### src/hdl/adof_pkg.sv
package adof_pkg;

  // ---------------------------------------------------------------
  // data path
  // ---------------------------------------------------------------
  localparam int          WORD_W       = 16;
  localparam int          MOD_W        = 17;
  localparam int          SUM_W        = 21;
  localparam int          WIDE_W       = 21;
  localparam int          RECIP_W      = 16;
  localparam int          PROD_W       = SUM_W + RECIP_W + 1;
  localparam int          RECIP_SHIFT  = 17;
  localparam logic [15:0] RECIP_SIX    = 16'h5555;
  localparam logic [2:0]  RATIO_NORMAL = 3'h6;
  localparam logic [2:0]  RATIO_DOUBLE = 3'h3;
  localparam logic [2:0]  PHASE_RST    = 3'h5;
  localparam logic [15:0] POS_FULL     = 16'h7FFF;
  localparam logic [15:0] NEG_FULL     = 16'h8000;
  localparam logic [15:0] WORD_RST     = 16'h0000;

  // ---------------------------------------------------------------
  // register map
  // ---------------------------------------------------------------
  localparam int          ADDR_W       = 5;
  localparam logic [4:0]  CTRL_OFS     = 5'h00;
  localparam logic [4:0]  STATUS_OFS   = 5'h04;
  localparam logic [4:0]  IRQ_STAT_OFS = 5'h08;
  localparam logic [4:0]  IRQ_EN_OFS   = 5'h0C;
  localparam logic [4:0]  IRQ_CLR_OFS  = 5'h10;
  localparam logic [4:0]  WORD_OFS     = 5'h14;
  localparam int          CTRL_RATE    = 0;
  localparam int          CTRL_BUSOFF  = 1;
  localparam int          CTRL_W       = 2;
  localparam logic [1:0]  CTRL_RST     = 2'h0;
  localparam int          STAT_FLAG    = 0;
  localparam int          STAT_RATE    = 1;
  localparam int          STAT_PDOWN   = 2;
  localparam int          EV_W         = 3;
  localparam logic [2:0]  EV_RST       = 3'h0;
  localparam logic [31:0] RDATA_RST    = 32'h0000_0000;

  // ---------------------------------------------------------------
  // types
  // ---------------------------------------------------------------
  typedef struct packed {
    logic              read;
    logic              write;
    logic [ADDR_W-1:0] address;
    logic [3:0]        byteenable;
    logic [31:0]       writedata;
  } adof_avs_req_t;

  typedef struct packed {
    logic flagLeft;
    logic flagEntered;
    logic newWord;
  } adof_event_t;

  typedef enum logic [1:0] {
    BUS_IDLE = 2'b01,
    BUS_ACK  = 2'b10
  } adof_bus_state_t;

endpackage

### src/hdl/adof_formatter.sv
//
// Contract
// - one modulator sample taken every clock while power_down_n is high
// - normal mode decimates by six
// - double-rate select decimates by three
// - result is 16-bit two's complement
// - all sixteen bits presented together
// - above full scale gives 7FFF, flag high
// - below full scale gives 8000, flag high
// - flag holds while results stay out
// - flag changes only at strobe fall
// - strobe falls to mark each word
// - bus driven only with select and read low
// - sync low clears word, flag, sums and registers; phase loads 5, strobe high

// -----------------------------------------------------------------
// two-stage synchroniser
// -----------------------------------------------------------------
module adof_sync #(
  parameter logic RESET_VAL = 1'b0
) (
  input  wire logic core_clk,
  input  wire logic arst_n,
  input  wire logic pinIn,
  output logic      pinSync
);
  logic stage1_reg;

  always_ff @(posedge core_clk or negedge arst_n) begin
    if (!arst_n) begin
      stage1_reg <= RESET_VAL;
      pinSync    <= RESET_VAL;
    end else begin
      stage1_reg <= pinIn;
      pinSync    <= stage1_reg;
    end
  end
endmodule

// -----------------------------------------------------------------
// formatter top
// -----------------------------------------------------------------
module adof_formatter (
  input  wire logic                            core_clk,
  input  wire logic                            arst_n,
  input  wire logic signed [adof_pkg::MOD_W-1:0] modSample,
  input  wire logic                            double_rate_select,
  input  wire logic                            power_down_n,
  input  wire logic                            chipSelect_n,
  input  wire logic                            readEnable_n,
  output logic        [adof_pkg::WORD_W-1:0]   dataOut,
  output logic                                 dataOutEn,
  output logic                                 out_of_range_flag,
  output logic                                 word_valid_strobe_n,
  output logic                                 irq,
  input  wire adof_pkg::adof_avs_req_t         avsReq,
  output logic        [31:0]                   avsReadData,
  output logic                                 avsWaitrequest
);

  // ---------------------------------------------------------------
  // pin synchronisers
  // ---------------------------------------------------------------
  logic rateSync;
  logic pwrSync_n;
  logic csSync_n;
  logic rdSync_n;

  adof_sync #(.RESET_VAL(1'b0)) uRateSync (
    .core_clk (core_clk),
    .arst_n   (arst_n),
    .pinIn    (double_rate_select),
    .pinSync  (rateSync)
  );
  adof_sync #(.RESET_VAL(1'b1)) uPwrSync (
    .core_clk (core_clk),
    .arst_n   (arst_n),
    .pinIn    (power_down_n),
    .pinSync  (pwrSync_n)
  );
  adof_sync #(.RESET_VAL(1'b1)) uCsSync (
    .core_clk (core_clk),
    .arst_n   (arst_n),
    .pinIn    (chipSelect_n),
    .pinSync  (csSync_n)
  );
  adof_sync #(.RESET_VAL(1'b1)) uRdSync (
    .core_clk (core_clk),
    .arst_n   (arst_n),
    .pinIn    (readEnable_n),
    .pinSync  (rdSync_n)
  );

  // ---------------------------------------------------------------
  // control register and rate selection
  // ---------------------------------------------------------------
  logic [adof_pkg::CTRL_W-1:0] ctrl_reg;
  logic                        doubleRate;
  logic                        rateHeld_reg;
  logic [2:0]                  ratio;
  logic                        running;

  assign doubleRate = rateSync | ctrl_reg[adof_pkg::CTRL_RATE];
  assign ratio      = rateHeld_reg ? adof_pkg::RATIO_DOUBLE : adof_pkg::RATIO_NORMAL;
  assign running    = pwrSync_n;

  // ---------------------------------------------------------------
  // decimation phase and accumulator
  // ---------------------------------------------------------------
  logic [2:0]                        phase_reg;
  logic                              lastPhase;
  logic signed [adof_pkg::SUM_W-1:0] acc_reg;
  logic signed [adof_pkg::SUM_W-1:0] accSum;
  logic signed [adof_pkg::SUM_W-1:0] sum_reg;
  logic                              sumValid_reg;

  // ratio only changes at a wrap, so the phase never passes it
  assign lastPhase = phase_reg >= (ratio - 3'h1);
  assign accSum    = acc_reg + adof_pkg::SUM_W'(modSample);

  // rate change waits for a word boundary, keeping strobe and sum whole
  always_ff @(posedge core_clk or negedge arst_n) begin
    if (!arst_n) begin
      rateHeld_reg <= 1'b0;
    end else if (running && lastPhase) begin
      rateHeld_reg <= doubleRate;
    end
  end

  always_ff @(posedge core_clk or negedge arst_n) begin
    if (!arst_n) begin
      phase_reg <= adof_pkg::PHASE_RST;
    end else if (running) begin
      phase_reg <= lastPhase ? 3'h0 : phase_reg + 3'h1;
    end
  end

  always_ff @(posedge core_clk or negedge arst_n) begin
    if (!arst_n) begin
      acc_reg <= '0;
    end else if (running) begin
      acc_reg <= lastPhase ? '0 : accSum;
    end
  end

  // sum of three is doubled to share the divide-by-six scaling
  always_ff @(posedge core_clk or negedge arst_n) begin
    if (!arst_n) begin
      sum_reg      <= '0;
      sumValid_reg <= 1'b0;
    end else begin
      sumValid_reg <= running & lastPhase;
      if (running && lastPhase) begin
        sum_reg <= rateHeld_reg ? (accSum <<< 1) : accSum;
      end
    end
  end

  // ---------------------------------------------------------------
  // scaling and saturation
  // ---------------------------------------------------------------
  logic signed [adof_pkg::PROD_W-1:0]  product;
  logic signed [adof_pkg::WIDE_W-1:0]  wideResult;
  logic                                overPos;
  logic                                underNeg;
  logic        [adof_pkg::WORD_W-1:0]  clipWord;

  assign product    = sum_reg * $signed({1'b0, adof_pkg::RECIP_SIX});
  assign wideResult = product[adof_pkg::RECIP_SHIFT +: adof_pkg::WIDE_W];
  assign overPos    = wideResult > $signed(adof_pkg::WIDE_W'(adof_pkg::POS_FULL));
  assign underNeg   = wideResult < -$signed(adof_pkg::WIDE_W'(adof_pkg::NEG_FULL));

  always_comb begin
    if (overPos) begin
      clipWord = adof_pkg::POS_FULL;
    end else if (underNeg) begin
      clipWord = adof_pkg::NEG_FULL;
    end else begin
      clipWord = wideResult[adof_pkg::WORD_W-1:0];
    end
  end

  // ---------------------------------------------------------------
  // output word, flag and strobe
  // ---------------------------------------------------------------
  logic [adof_pkg::WORD_W-1:0] word_reg;
  logic [2:0]                  strobeCnt_reg;
  logic                        rangeNext;

  assign rangeNext = overPos | underNeg;

  // word and flag load on the same edge that drops the strobe
  always_ff @(posedge core_clk or negedge arst_n) begin
    if (!arst_n) begin
      word_reg          <= adof_pkg::WORD_RST;
      out_of_range_flag <= 1'b0;
    end else if (sumValid_reg) begin
      word_reg          <= clipWord;
      out_of_range_flag <= rangeNext;
    end
  end

  // strobe low for half the word period, rounded down
  always_ff @(posedge core_clk or negedge arst_n) begin
    if (!arst_n) begin
      word_valid_strobe_n <= 1'b1;
      strobeCnt_reg       <= 3'h0;
    end else if (sumValid_reg) begin
      word_valid_strobe_n <= 1'b0;
      strobeCnt_reg       <= (ratio >> 1) - 3'h1;
    end else if (strobeCnt_reg != 3'h0) begin
      strobeCnt_reg <= strobeCnt_reg - 3'h1;
    end else begin
      word_valid_strobe_n <= 1'b1;
    end
  end

  // ---------------------------------------------------------------
  // parallel output bus
  // ---------------------------------------------------------------
  logic busSelected;

  assign busSelected = !csSync_n && !rdSync_n && !ctrl_reg[adof_pkg::CTRL_BUSOFF];

  always_ff @(posedge core_clk or negedge arst_n) begin
    if (!arst_n) begin
      dataOut   <= adof_pkg::WORD_RST;
      dataOutEn <= 1'b0;
    end else begin
      dataOutEn <= busSelected;
      dataOut   <= busSelected ? (sumValid_reg ? clipWord : word_reg) : adof_pkg::WORD_RST;
    end
  end

  // ---------------------------------------------------------------
  // events and interrupt
  // ---------------------------------------------------------------
  adof_pkg::adof_event_t       events;
  logic [adof_pkg::EV_W-1:0]   irqStat_reg;
  logic [adof_pkg::EV_W-1:0]   irqEn_reg;
  logic [adof_pkg::EV_W-1:0]   clearBits;
  logic                        busAccept;
  logic                        wrClear;

  assign events.newWord     = sumValid_reg;
  assign events.flagEntered = sumValid_reg & rangeNext & !out_of_range_flag;
  assign events.flagLeft    = sumValid_reg & !rangeNext & out_of_range_flag;
  assign wrClear           = busAccept && avsReq.write && avsReq.address == adof_pkg::IRQ_CLR_OFS
                             && avsReq.byteenable[0];
  assign clearBits         = wrClear ? avsReq.writedata[adof_pkg::EV_W-1:0] : adof_pkg::EV_RST;

  // a new event wins over a clear in the same cycle
  always_ff @(posedge core_clk or negedge arst_n) begin
    if (!arst_n) begin
      irqStat_reg <= adof_pkg::EV_RST;
    end else begin
      irqStat_reg <= (irqStat_reg & ~clearBits) | events;
    end
  end

  always_ff @(posedge core_clk or negedge arst_n) begin
    if (!arst_n) begin
      irq <= 1'b0;
    end else begin
      irq <= |(((irqStat_reg & ~clearBits) | events) & irqEn_reg);
    end
  end

  // ---------------------------------------------------------------
  // avalon slave
  // ---------------------------------------------------------------
  adof_pkg::adof_bus_state_t busState_reg;
  logic                      busReq;
  logic [31:0]               readMux;

  assign busReq    = avsReq.read | avsReq.write;
  assign busAccept = busReq && busState_reg == adof_pkg::BUS_ACK;

  // one wait cycle, then the request completes on the next edge
  always_ff @(posedge core_clk or negedge arst_n) begin
    if (!arst_n) begin
      busState_reg   <= adof_pkg::BUS_IDLE;
      avsWaitrequest <= 1'b1;
    end else begin
      unique case (busState_reg)
        adof_pkg::BUS_IDLE: begin
          if (busReq) begin
            busState_reg   <= adof_pkg::BUS_ACK;
            avsWaitrequest <= 1'b0;
          end
        end
        adof_pkg::BUS_ACK: begin
          busState_reg   <= adof_pkg::BUS_IDLE;
          avsWaitrequest <= 1'b1;
        end
        default: begin
          busState_reg   <= adof_pkg::BUS_IDLE;
          avsWaitrequest <= 1'b1;
        end
      endcase
    end
  end

  always_ff @(posedge core_clk or negedge arst_n) begin
    if (!arst_n) begin
      ctrl_reg <= adof_pkg::CTRL_RST;
    end else if (busAccept && avsReq.write && avsReq.address == adof_pkg::CTRL_OFS && avsReq.byteenable[0]) begin
      ctrl_reg <= avsReq.writedata[adof_pkg::CTRL_W-1:0];
    end
  end

  always_ff @(posedge core_clk or negedge arst_n) begin
    if (!arst_n) begin
      irqEn_reg <= adof_pkg::EV_RST;
    end else if (busAccept && avsReq.write && avsReq.address == adof_pkg::IRQ_EN_OFS && avsReq.byteenable[0]) begin
      irqEn_reg <= avsReq.writedata[adof_pkg::EV_W-1:0];
    end
  end

  always_comb begin
    readMux = adof_pkg::RDATA_RST;
    unique case (avsReq.address)
      adof_pkg::CTRL_OFS: begin
        readMux[adof_pkg::CTRL_W-1:0] = ctrl_reg;
      end
      adof_pkg::STATUS_OFS: begin
        readMux[adof_pkg::STAT_FLAG]  = out_of_range_flag;
        readMux[adof_pkg::STAT_RATE]  = doubleRate;
        readMux[adof_pkg::STAT_PDOWN] = !pwrSync_n;
      end
      adof_pkg::IRQ_STAT_OFS: begin
        readMux[adof_pkg::EV_W-1:0] = irqStat_reg;
      end
      adof_pkg::IRQ_EN_OFS: begin
        readMux[adof_pkg::EV_W-1:0] = irqEn_reg;
      end
      adof_pkg::WORD_OFS: begin
        readMux[adof_pkg::WORD_W-1:0] = word_reg;
      end
      default: begin
        readMux = adof_pkg::RDATA_RST;
      end
    endcase
  end

  // read data loaded as waitrequest drops, held until the next read
  always_ff @(posedge core_clk or negedge arst_n) begin
    if (!arst_n) begin
      avsReadData <= adof_pkg::RDATA_RST;
    end else if (avsReq.read && busState_reg == adof_pkg::BUS_IDLE) begin
      avsReadData <= readMux;
    end
  end

endmodule

### config.mk
export PLATFORM = sky130hd
export DESIGN_NAME = adof_formatter
export DESIGN_NICKNAME = d
export VERILOG_FILES = /design/src/hdl/adof_pkg.sv /design/src/hdl/adof_formatter.sv
export SDC_FILE = /design/constraint.sdc
export NUM_CORES = 1
export LEC_CHECK = 0
export ABC_AREA = 1
export BUFFER_PORTS_ARGS = -buffer_cell sky130_fd_sc_hd__buf_2
export CORE_MARGIN = 2
export CORE_UTILIZATION = 55
export CTS_BUF_LIST = sky130_fd_sc_hd__clkbuf_2
export CTS_CLUSTER_DIAMETER = 120
export CTS_CLUSTER_SIZE = 40
export DETAILED_ROUTE_END_ITERATION = 8
export PLACE_DENSITY_LB_ADDON = 0.15
export REMOVE_ABC_BUFFERS = 1
export SYNTH_ARGS = -nofsm -noshare
export SYNTH_HDL_FRONTEND = slang
export SYNTH_SLANG_ARGS = --single-unit
### constraint.sdc
create_clock -name core_clk -period 6.46 [get_ports core_clk]
set_input_delay 0.323 -clock core_clk [delete_from_list [all_inputs] [get_ports core_clk]]
set_output_delay 0.323 -clock core_clk [all_outputs]
set_load 0.1 [all_outputs]
Word level (Yosys, flattened, before mapping)
Index checks and enable logic that the tools add are counted.

cells by class
  $add $sub $neg = 5
  $mul = 1
  $lt $le $gt $ge = 3
  equality and inequality tests = 9
  muxes and demuxes = 20
  bitwise logic cells = 12
  reduce and logical (&&, ||, !) cells = 22

operators by type and width
  cell                      number
  $mux W16                  4
  $mux W21                  2
  $mul A21 B16 Y37 const B  1
  $add A21 B17 Y21          1
  $gt A20 B16 Y1 const B    1
  $lt A20 B16 Y1 const B    1
  $mux W3                   5
  $mux W13                  1
  $logic_and A1 B1 Y1       12
  $eq A5 B4 Y1 const B      2
  $eq A5 B5 Y1 const B      2
  $pmux W2 S5               1
  $and A3 B3 Y3             2
  $logic_not A1 Y1          6
  $sub A3 B1 Y3 const B     2
  $and A1 B1 Y1             5
  $eq A5 B3 Y1 const B      1
  $logic_not A5 Y1          1
  $mux W1                   4
  $mux W2                   2
  $ne A2 B2 Y1 const B      2
  $pmux W1 S4               1
  $add A3 B1 Y3 const B     1
  $ge A3 B3 Y1              1
  other kinds (9)           11

storage, ports and cells
  register bits = 121
  input bits = 66
  output and inout port bits = 53
  word-level logic and storage cells = 98

Depth between registers and ports, before layout
Gate-level depths: netlist of the first run.

  depth after elaboration = 11
  depth in mapped cells = 32

Cells and area by module
A second synthesis of the first run with hierarchy kept.

second synthesis, totals
  cell total of the unflattened synthesis = 1,548
  area total of the unflattened synthesis = 12,822.3 um^2

by module, submodules not included
  module                   times used  cells an instance  area each (um^2)
  adof_formatter           1           1,540              12,614.6
  adof_sync (uCsSync ...)  3           2                  52.6
  adof_sync (uRateSync)    1           2                  50.0

Worst setup path before layout of the first run
Ideal clock, no wire load.

  path type = flip-flop to flip-flop
  start point = reg sum_reg[20] (netlist bit)
  end point = reg dataOut[12] (netlist bit)
  data arrival time = 5.646 ns
  required time = 6.339 ns
  path slack = 0.693 ns
  stages on the path, launching flop included = 26
  buffers on the path = 1
  period minus slack after synthesis = 5.767 ns
  cell sequence = dfrtp_1 inv_1 fa_1 inv_1 fa_1 fa_1 fa_1 inv_1 fa_1 inv_1 ha_1 nand2_2 inv_1 a21oi_2 nand2_1 a21oi_2 nand2_1 nand2_1 nand2_1 nor2_2 nand2_2 a21oi_4 buf_6 nand2_1 o21ai_1 nor2_1

between the ends
  word-level cells in the longest chain between the ends = 6
  elaborated cells between the ends (all ways) = 7
  classes of those cells = mul: 1; order compare: 2; mux: 4

ends and longest elaborated chain
  element                   RTL line               source
  start: declaration        adof_formatter.sv:114  logic signed [adof_pkg::SUM_W-1:0] sum_reg;
  start signal: assignment  adof_formatter.sv:154  sum_reg <= rateHeld_reg ? (accSum <<< 1) : accSum;
  $mul A21 B16 Y37 *        adof_formatter.sv:168  assign product = sum_reg * $signed({1'b0, adof_pkg::RECIP_SIX});
  $lt A20 B16 Y1            adof_formatter.sv:171  assign underNeg = wideResult < -$signed(adof_pkg::WIDE_W'(adof_pkg::NEG_FULL));
  $mux W16                  adof_formatter.sv:176  end else if (underNeg) begin
  $mux W16 *                adof_formatter.sv:174  if (overPos) begin
  $mux W16 * (2 in series)  adof_formatter.sv:231  dataOut <= busSelected ? (sumValid_reg ? clipWord : word_reg) : adof_pkg::WORD_RST;
  end signal: assignment    adof_formatter.sv:227  dataOut <= adof_pkg::WORD_RST;
  end signal: assignment    adof_formatter.sv:231
  end: declaration          adof_formatter.sv:51   output logic [adof_pkg::WORD_W-1:0] dataOut,

Every way passes the cells marked *; elsewhere a longest branch is shown, timed or not.
A chain may end at the register's enable or synchronous reset.

Worst setup path in the final report of the first run
  start point = reg sum_reg[12] (netlist bit)
  end point = reg irq

between the ends
  word-level cells in the longest chain between the ends = 9
  elaborated cells between the ends (all ways) = 12
  classes of those cells = mul: 1; order compare: 2; bitwise: 7; reduce/logical: 2

ends and longest elaborated chain
  element                                                  RTL line                                      source
  $mul A21 B16 Y37 *                                       adof_formatter.sv:168
  $gt A20 B16 Y1 / $lt A20 B16 Y1 (equally long branches)  adof_formatter.sv:170, adof_formatter.sv:171
  $or A1 B1 Y1 *                                           adof_formatter.sv:190                         assign rangeNext = overPos | underNeg;
  $logic_not A1 Y1                                         adof_formatter.sv:247                         assign events.flagLeft = sumValid_reg & !rangeNext & out_of_range_flag;
  $and A1 B1 Y1 (2 in series)                              adof_formatter.sv:247
  $or A3 B3 Y3 *                                           adof_formatter.sv:265                         irq <= |(((irqStat_reg & ~clearBits) | events) & irqEn_reg);
  $and A3 B3 Y3 *                                          adof_formatter.sv:265
  $reduce_or A3 Y1 *                                       adof_formatter.sv:265
  end signal: assignment                                   adof_formatter.sv:265
  end: declaration                                         adof_formatter.sv:55                          output logic irq,

Marks and branches as above.

==> key figures, run 1 <==
Status
  • Status: complete, no violations

Worst hold path
  • Hold depth: 5
  • Hold Path End: irqStat_reg[0]$_DFF_PN0_
  • HP Start: avsReq[39]
  • HP Class: input pin to register

Worst setup path
  • Worst Setup End Kind: register
  • CP peak stage delay: about 0.57 ns
  • Critical path startpoint category: register
  • Critical Path RT: roughly 7.1 ns
  • R2R depth: 29
  • Most frequent cell on the critical path: nand2_1
  • Slowest cell on the critical path: dfrtp_1
  • Worst Setup SP: sum_reg[12]$_DFFE_PN0P_
  • Crit path arrival time: between 6 and 7 ns
  • Critical setup path kind: register to register
  • Reg2reg start: sum_reg[12]$_DFFE_PN0P_
  • Crit path max fanout: 16
  • Flop-to-flop setup slack: 0.42 ns
  • Capturing point of the worst reg2reg path: irq$_DFF_PN0_

Routing
  • DRT Wirelength: between 20 and 30 mm
  • DR pass1 iterations: 6
  • Initial drt markers: roughly 380
  • Via count: around 9,600
  • Met1 Routed Length: between 10 and 15 mm
  • Routed wire per std cell: around 14 µm
  • Antenna Nets Post-Route: 0
  • WL met3: 810 µm
  • DR vias/cell: 4.98
  • Routed met2 length: between 10 and 15 mm
  • DR DRC count: 0
  • Uppermost layer routed: met4

Layout
  • Area grow syn2layout: 8.34%
  • Fin util: 60.7%
  • Nets: 1,984
  • Commonest cells after routing, fill and taps aside: 343 x inv_1, 335 x nand2_1, 165 x ha_1
  • Layout cells sized above 1: between 10% and 20%
  • Most common cell after layout, fill and taps aside: inv_1

Timing
  • Setup Viol. Count Final: 0
  • Slew HR: between 30% and 40%
  • Unrepaired setup endpoints after global routing: false
  • Slew @ Worst Pin: about 1.0 ns
  • Crit share post-route: around 94%
  • Final count of hold timing violations: 0
  • Setup TNS Final: 0 ns
  • Worst Clk Skew: 0.0618 ns
  • Max Transition Viols Final: 0
  • Post-layout min period: around 6.0 ns
  • F_max: 166 MHz

Logic synthesis
  • Post-Syn Area: about 13,000 µm²
  • Synthesized instance count: between 1,500 and 2,000
  • Netlist cell types: 48
  • Seq/Total Area, Yosys: a little under a quarter
  • Syn avg cell area: approximately 8.3 µm²
  • Register bit total from synthesis: 120
  • Fraction of registers with async set or reset after synthesis: 100%
  • Top cell type's share of synthesized area: between 20% and 30%
  • Synth area leader: dfrtp_1
  • Ys flop type: dfrtp_1
  • Post-synth EDFFs: 0
  • Ys Warns: 0
  • Top cells by area, synth: dfrtp_1 22%, fa_1 20%, ha_1 16%, inv_1 10%, nand2_1 9.9%

Global routing
  • First-pass GRT wire length: about 46 mm
  • Vias in the first global route: 9,892
  • Antenna violations before repair: 1
  • Grt ovf: 0
  • Largest net degree at the start of global routing: 77
  • GRT Util Overall: around a quarter

Floorplan
  • I/O Pins: approximately 120
  • Std-Cell Core Area: between 20,000 and 25,000 µm²
  • # rows: 55
  • Die height: ~160 µm
  • Die Footprint: approximately 24,000 µm²
  • Initial Utilization: about 56%
  • Die X: between 150 and 200 µm

Place
  • Buffers on Ports: 70
  • DPL Wire Length: about 23 mm
  • Routability cong.: around 0.94

Clock tree
  • Total CTS buffers: 17
  • Worst-path clk slew: 0.23 ns
  • Worst-Skew Late Latency: around 0.70 ns
  • H-tree depth: 4
  • CTS tree: done
  • CTS sink cnt: 120
  • CTS Root Cell: clkbuf_2
  • Clock Tree Buf Depth: 2

Flow run
  • Max cap viols: 0
layer usage:
| metal | GRT usage, % | vias to the layer above |
|---|---|---|
| met5 | 0 | - |
| met4 | 5.42 | 0 |
| met3 | 3.19 | 29 |
| met2 | 43.3 | 179 |
| met1 | 29.8 | 4485 |
| li1 | - | 4906 |
critical path: cells and delay by family, from the launching register on:
family | cells | cell delay [ns]
flip-flops | 1 | 0.57
AND/OR/NAND/NOR | 15 | 1.69
AO/OA/AOI/OAI | 1 | 0.12
buffers and inverters | 6 | 0.31
adder cells (fa/ha/maj) | 7 | 3.24
final cells by class:
class                   instances  area (µm²)
diodes                          3        7.51
multi-input cells            1038        8180
clock buffers                  17        85.1
flip-flops and latches        120        3020
fillers                      1984        8910
clock inverters                14         149
well taps                     285         357
inverters                     352        1320
repair buffers                 98         613
metrics by stage:
step	instances	cell area (µm²)	hold slack (ns)	worst slack [ns]
2_1_floorplan	1510	12500	0.0274	0.614
3_3_place_gp	1876	13300	0.336	0.409
3_5_place_dp	1876	13300	0.344	0.322
4_1_cts	1922	13700	0.0375	0.278
5_1_grt	1927	13700	0.0429	0.0699
6_report	1927	13700	0.107	0.419
synth_stat cells (8+ instances only):
cell / n
inv_1: 343
nand2_1: 335
ha_1: 165
fa_1: 126
dfrtp_1: 110
o21ai_0: 78
nor2_1: 69
a21oi_1: 62
nand3_1: 35
xor2_1: 20
clkbuf_1: 18
buf_4: 16
xnor2_1: 15
a21oi_2: 11
and2_1: 11
nor3_1: 11
dfstp_2: 10
nand2_2: 10
inv_2: 8
timing repair:
action                                  CTS  global route
hold buffers                             15             0
gates resized for setup                   0             0
buffers inserted                          0             2
endpoints found under the setup margin    0             1
hold endpoints to repair                 60             0
how the worst max path moves through the flow:
stage | end | slack (ns) | cells after the start
floorplan | dataOut[4]$_DFF_PN0_ | 0.61 | 23
detailed placement | dataOut[0]$_DFF_PN0_ | 0.32 | 26
global placement | dataOut[4]$_DFF_PN0_ | 0.41 | 26
finish | irq$_DFF_PN0_ | 0.42 | 29
CTS | dataOut[4]$_DFF_PN0_ | 0.28 | 26
global route | irq$_DFF_PN0_ | 0.07 | 29
kinds of logic (layout without fill, tap and decap cells):
logic type	count (synthesis)	count (layout)	synth area share (%)
AOI/OAI and AO/OA	200	200	9.28
other	1	19	0.0296
xor gates and xnor gates	35	35	2.42
and+or+nand+nor	496	496	16.2
adders and majority gates	291	291	36.2
DFF	120	120	23.8
buffers and inverters	388	481	12.1
Power of run 1 is not shown: default switching activity piles up to over one toggle a cycle in this logic, so the estimate is an artifact.
==> inputs of run 2 (changes only) <==
--- a/config.mk
+++ b/config.mk
@@ -9,2 +9,3 @@
 export BUFFER_PORTS_ARGS = -buffer_cell sky130_fd_sc_hd__buf_2
+export CORE_ASPECT_RATIO = 0.6
 export CORE_MARGIN = 2
--- a/constraint.sdc
+++ b/constraint.sdc
@@ -3,2 +3,2 @@
 set_output_delay 0.323 -clock core_clk [all_outputs]
-set_load 0.1 [all_outputs]
+set_load 0.02 [all_outputs]
==> key figures, run 2 (synthesized netlist as in run 1, its figures left out) <==
Status
  • Status: complete, no violations

Clock tree
  • CTS tree: done
  • CTS Root Cell: clkbuf_2
  • H-tree depth: 4
  • Worst-path clk slew: 0.22 ns
  • Worst-Skew Late Latency: between 0.7 and 0.8 ns
  • Clock Tree Buf Depth: 2
  • CTS sink cnt: 120
  • Total CTS buffers: 17

Routing
  • DR DRC count: 0
  • Routed wire per std cell: around 16 µm
  • Antenna Nets Post-Route: 0
  • DRT Wirelength: 30.4 mm
  • Initial drt markers: 739
  • DR vias/cell: between 5 and 6
  • Via count: 9,926
  • DR pass1 iterations: 7

Worst setup path
  • Flop-to-flop setup slack: around 0.37 ns
  • Critical path startpoint category: register
  • Critical setup path kind: register to register
  • CP delay by family, top: adder cells
  • Capturing point of the worst reg2reg path: dataOut[4]$_DFF_PN0_
  • R2R depth: 27
  • CP bufs+invs: 6
  • Critical Path RT: 7.13 ns
  • Slowest cell on the critical path: fa_1
  • Crit path max fanout: 8
  • Reg2reg start: sum_reg[14]$_DFFE_PN0P_
  • CP peak stage delay: around 0.55 ns
  • Worst Setup End Kind: register
  • Most frequent cell on the critical path: nand2_1
  • Crit path arrival time: between 6 and 7 ns

Floorplan
  • # rows: 42
  • Die X: roughly 200 µm
  • Die Footprint: roughly 24,000 µm²
  • Std-Cell Core Area: 22,300 µm²
  • Initial Utilization: 56.8%
  • I/O Pins: around 120
  • Die height: 122 µm

Global routing
  • Grt ovf: 0
  • Vias in the first global route: approximately 9,400
  • First-pass GRT wire length: a little under 50 mm
  • Largest net degree at the start of global routing: 64
  • GRT Util Overall: between 20% and 30%
  • Antenna violations before repair: 1

Place
  • Routability cong.: about 0.94
  • Place WS: around 0.33 ns
  • Buffers on Ports: 70
  • DPL Wire Length: between 20 and 30 mm

Timing
  • PnR worst setup slack: 0.371 ns
  • Setup Viol. Count Final: 0
  • Unrepaired setup endpoints after global routing: false
  • Crit share post-route: between 90% and 100%
  • Post-layout min period: slightly above 6 ns
  • Slew HR: 38.9%
  • Setup TNS Final: 0 ns
  • Final count of hold timing violations: 0
  • F_max: ~160 MHz
  • Slew @ Worst Pin: between 0.9 and 1 ns
  • Max Transition Viols Final: 0
  • Worst Clk Skew: between 0.04 and 0.05 ns

Layout
  • Fin util: between 60% and 70%
  • Layout cells sized above 1: a little over a tenth
  • Area grow syn2layout: 8.51%
  • Most common cell after layout, fill and taps aside: inv_1
  • Filler cells: a little over 2,000
  • Commonest cells after routing, fill and taps aside: 343 x inv_1, 334 x nand2_1, 165 x ha_1
  • Nets: roughly 2,000

Worst hold path
  • Hold depth: 4
  • HP Start: modSample[1]
  • HP Class: input pin to register
  • Hold Path End: acc_reg[1]$_DFFE_PN0P_

Flow run
  • Max cap viols: 0
run 2: metal layers:
metal	global-route usage (%)	vias up	wire, µm
li1	-	4898	-
met1	44.9	4694	16100
met2	34.2	321	11300
met3	6.89	13	2780
met4	3.80	0	142
met5	0	-	0
run 2: area by class of cell:
| cell class | count | area, µm² | share of cell area, % |
|---|---|---|---|
| inverters | 352 | 1320 | 9.61 |
| multi-input cells | 1038 | 8190 | 59.6 |
| diodes | 1 | 2.50 | 0.0182 |
| repair buffers | 97 | 596 | 4.33 |
| clock buffers | 18 | 90.1 | 0.655 |
| clock inverters | 14 | 140 | 1.02 |
| well taps | 308 | 385 | 2.80 |
| flip-flops and latches | 120 | 3030 | 22.0 |
run 2: how the worst max path moves through the flow:
| stage | start | end | slack (ns) | cells after the start |
|---|---|---|---|---|
| 6_report | sum_reg[14]$_DFFE_PN0P_ | dataOut[4]$_DFF_PN0_ | 0.37 | 27 |
| 5_1_grt | sum_reg[14]$_DFFE_PN0P_ | irq$_DFF_PN0_ | 0.004 | 29 |
| 4_1_cts | sum_reg[10]$_DFFE_PN0P_ | irq$_DFF_PN0_ | 0.28 | 29 |
| 3_5_place_dp | sum_reg[11]$_DFFE_PN0P_ | dataOut[4]$_DFF_PN0_ | 0.33 | 27 |
| 3_3_place_gp | sum_reg[10]$_DFFE_PN0P_ | irq$_DFF_PN0_ | 0.39 | 29 |
| 2_1_floorplan | sum_reg[20]$_DFFE_PN0P_ | dataOut[4]$_DFF_PN0_ | 0.61 | 23 |
run 2: stage by stage:
stage	instance area [µm²]	instances	hold slack, ns
finish	13800	1948	0.0682
global route	13800	1948	0.0384
CTS	13700	1947	0.0270
detailed placement	13300	1899	0.336
global placement	13300	1899	0.346
floorplan	12500	1510	0.0274
run 2: worst register-to-register path, delay by kind of cell, from the launching register on:
family	cells	cell delay, ns
simple gates	11	1.21
flops	1	0.54
buf+inv	6	0.52
fa+ha+maj	7	3.25
compound gates	3	0.50
run 2: timing repair:
item	4_1_cts	5_1_grt
gates resized for setup	0	11
setup endpoints to repair	0	25
endpoints found under the hold margin	77	0
buffers inserted	0	0
hold buffers	16	0
Power of run 2 is left out for the same reason.
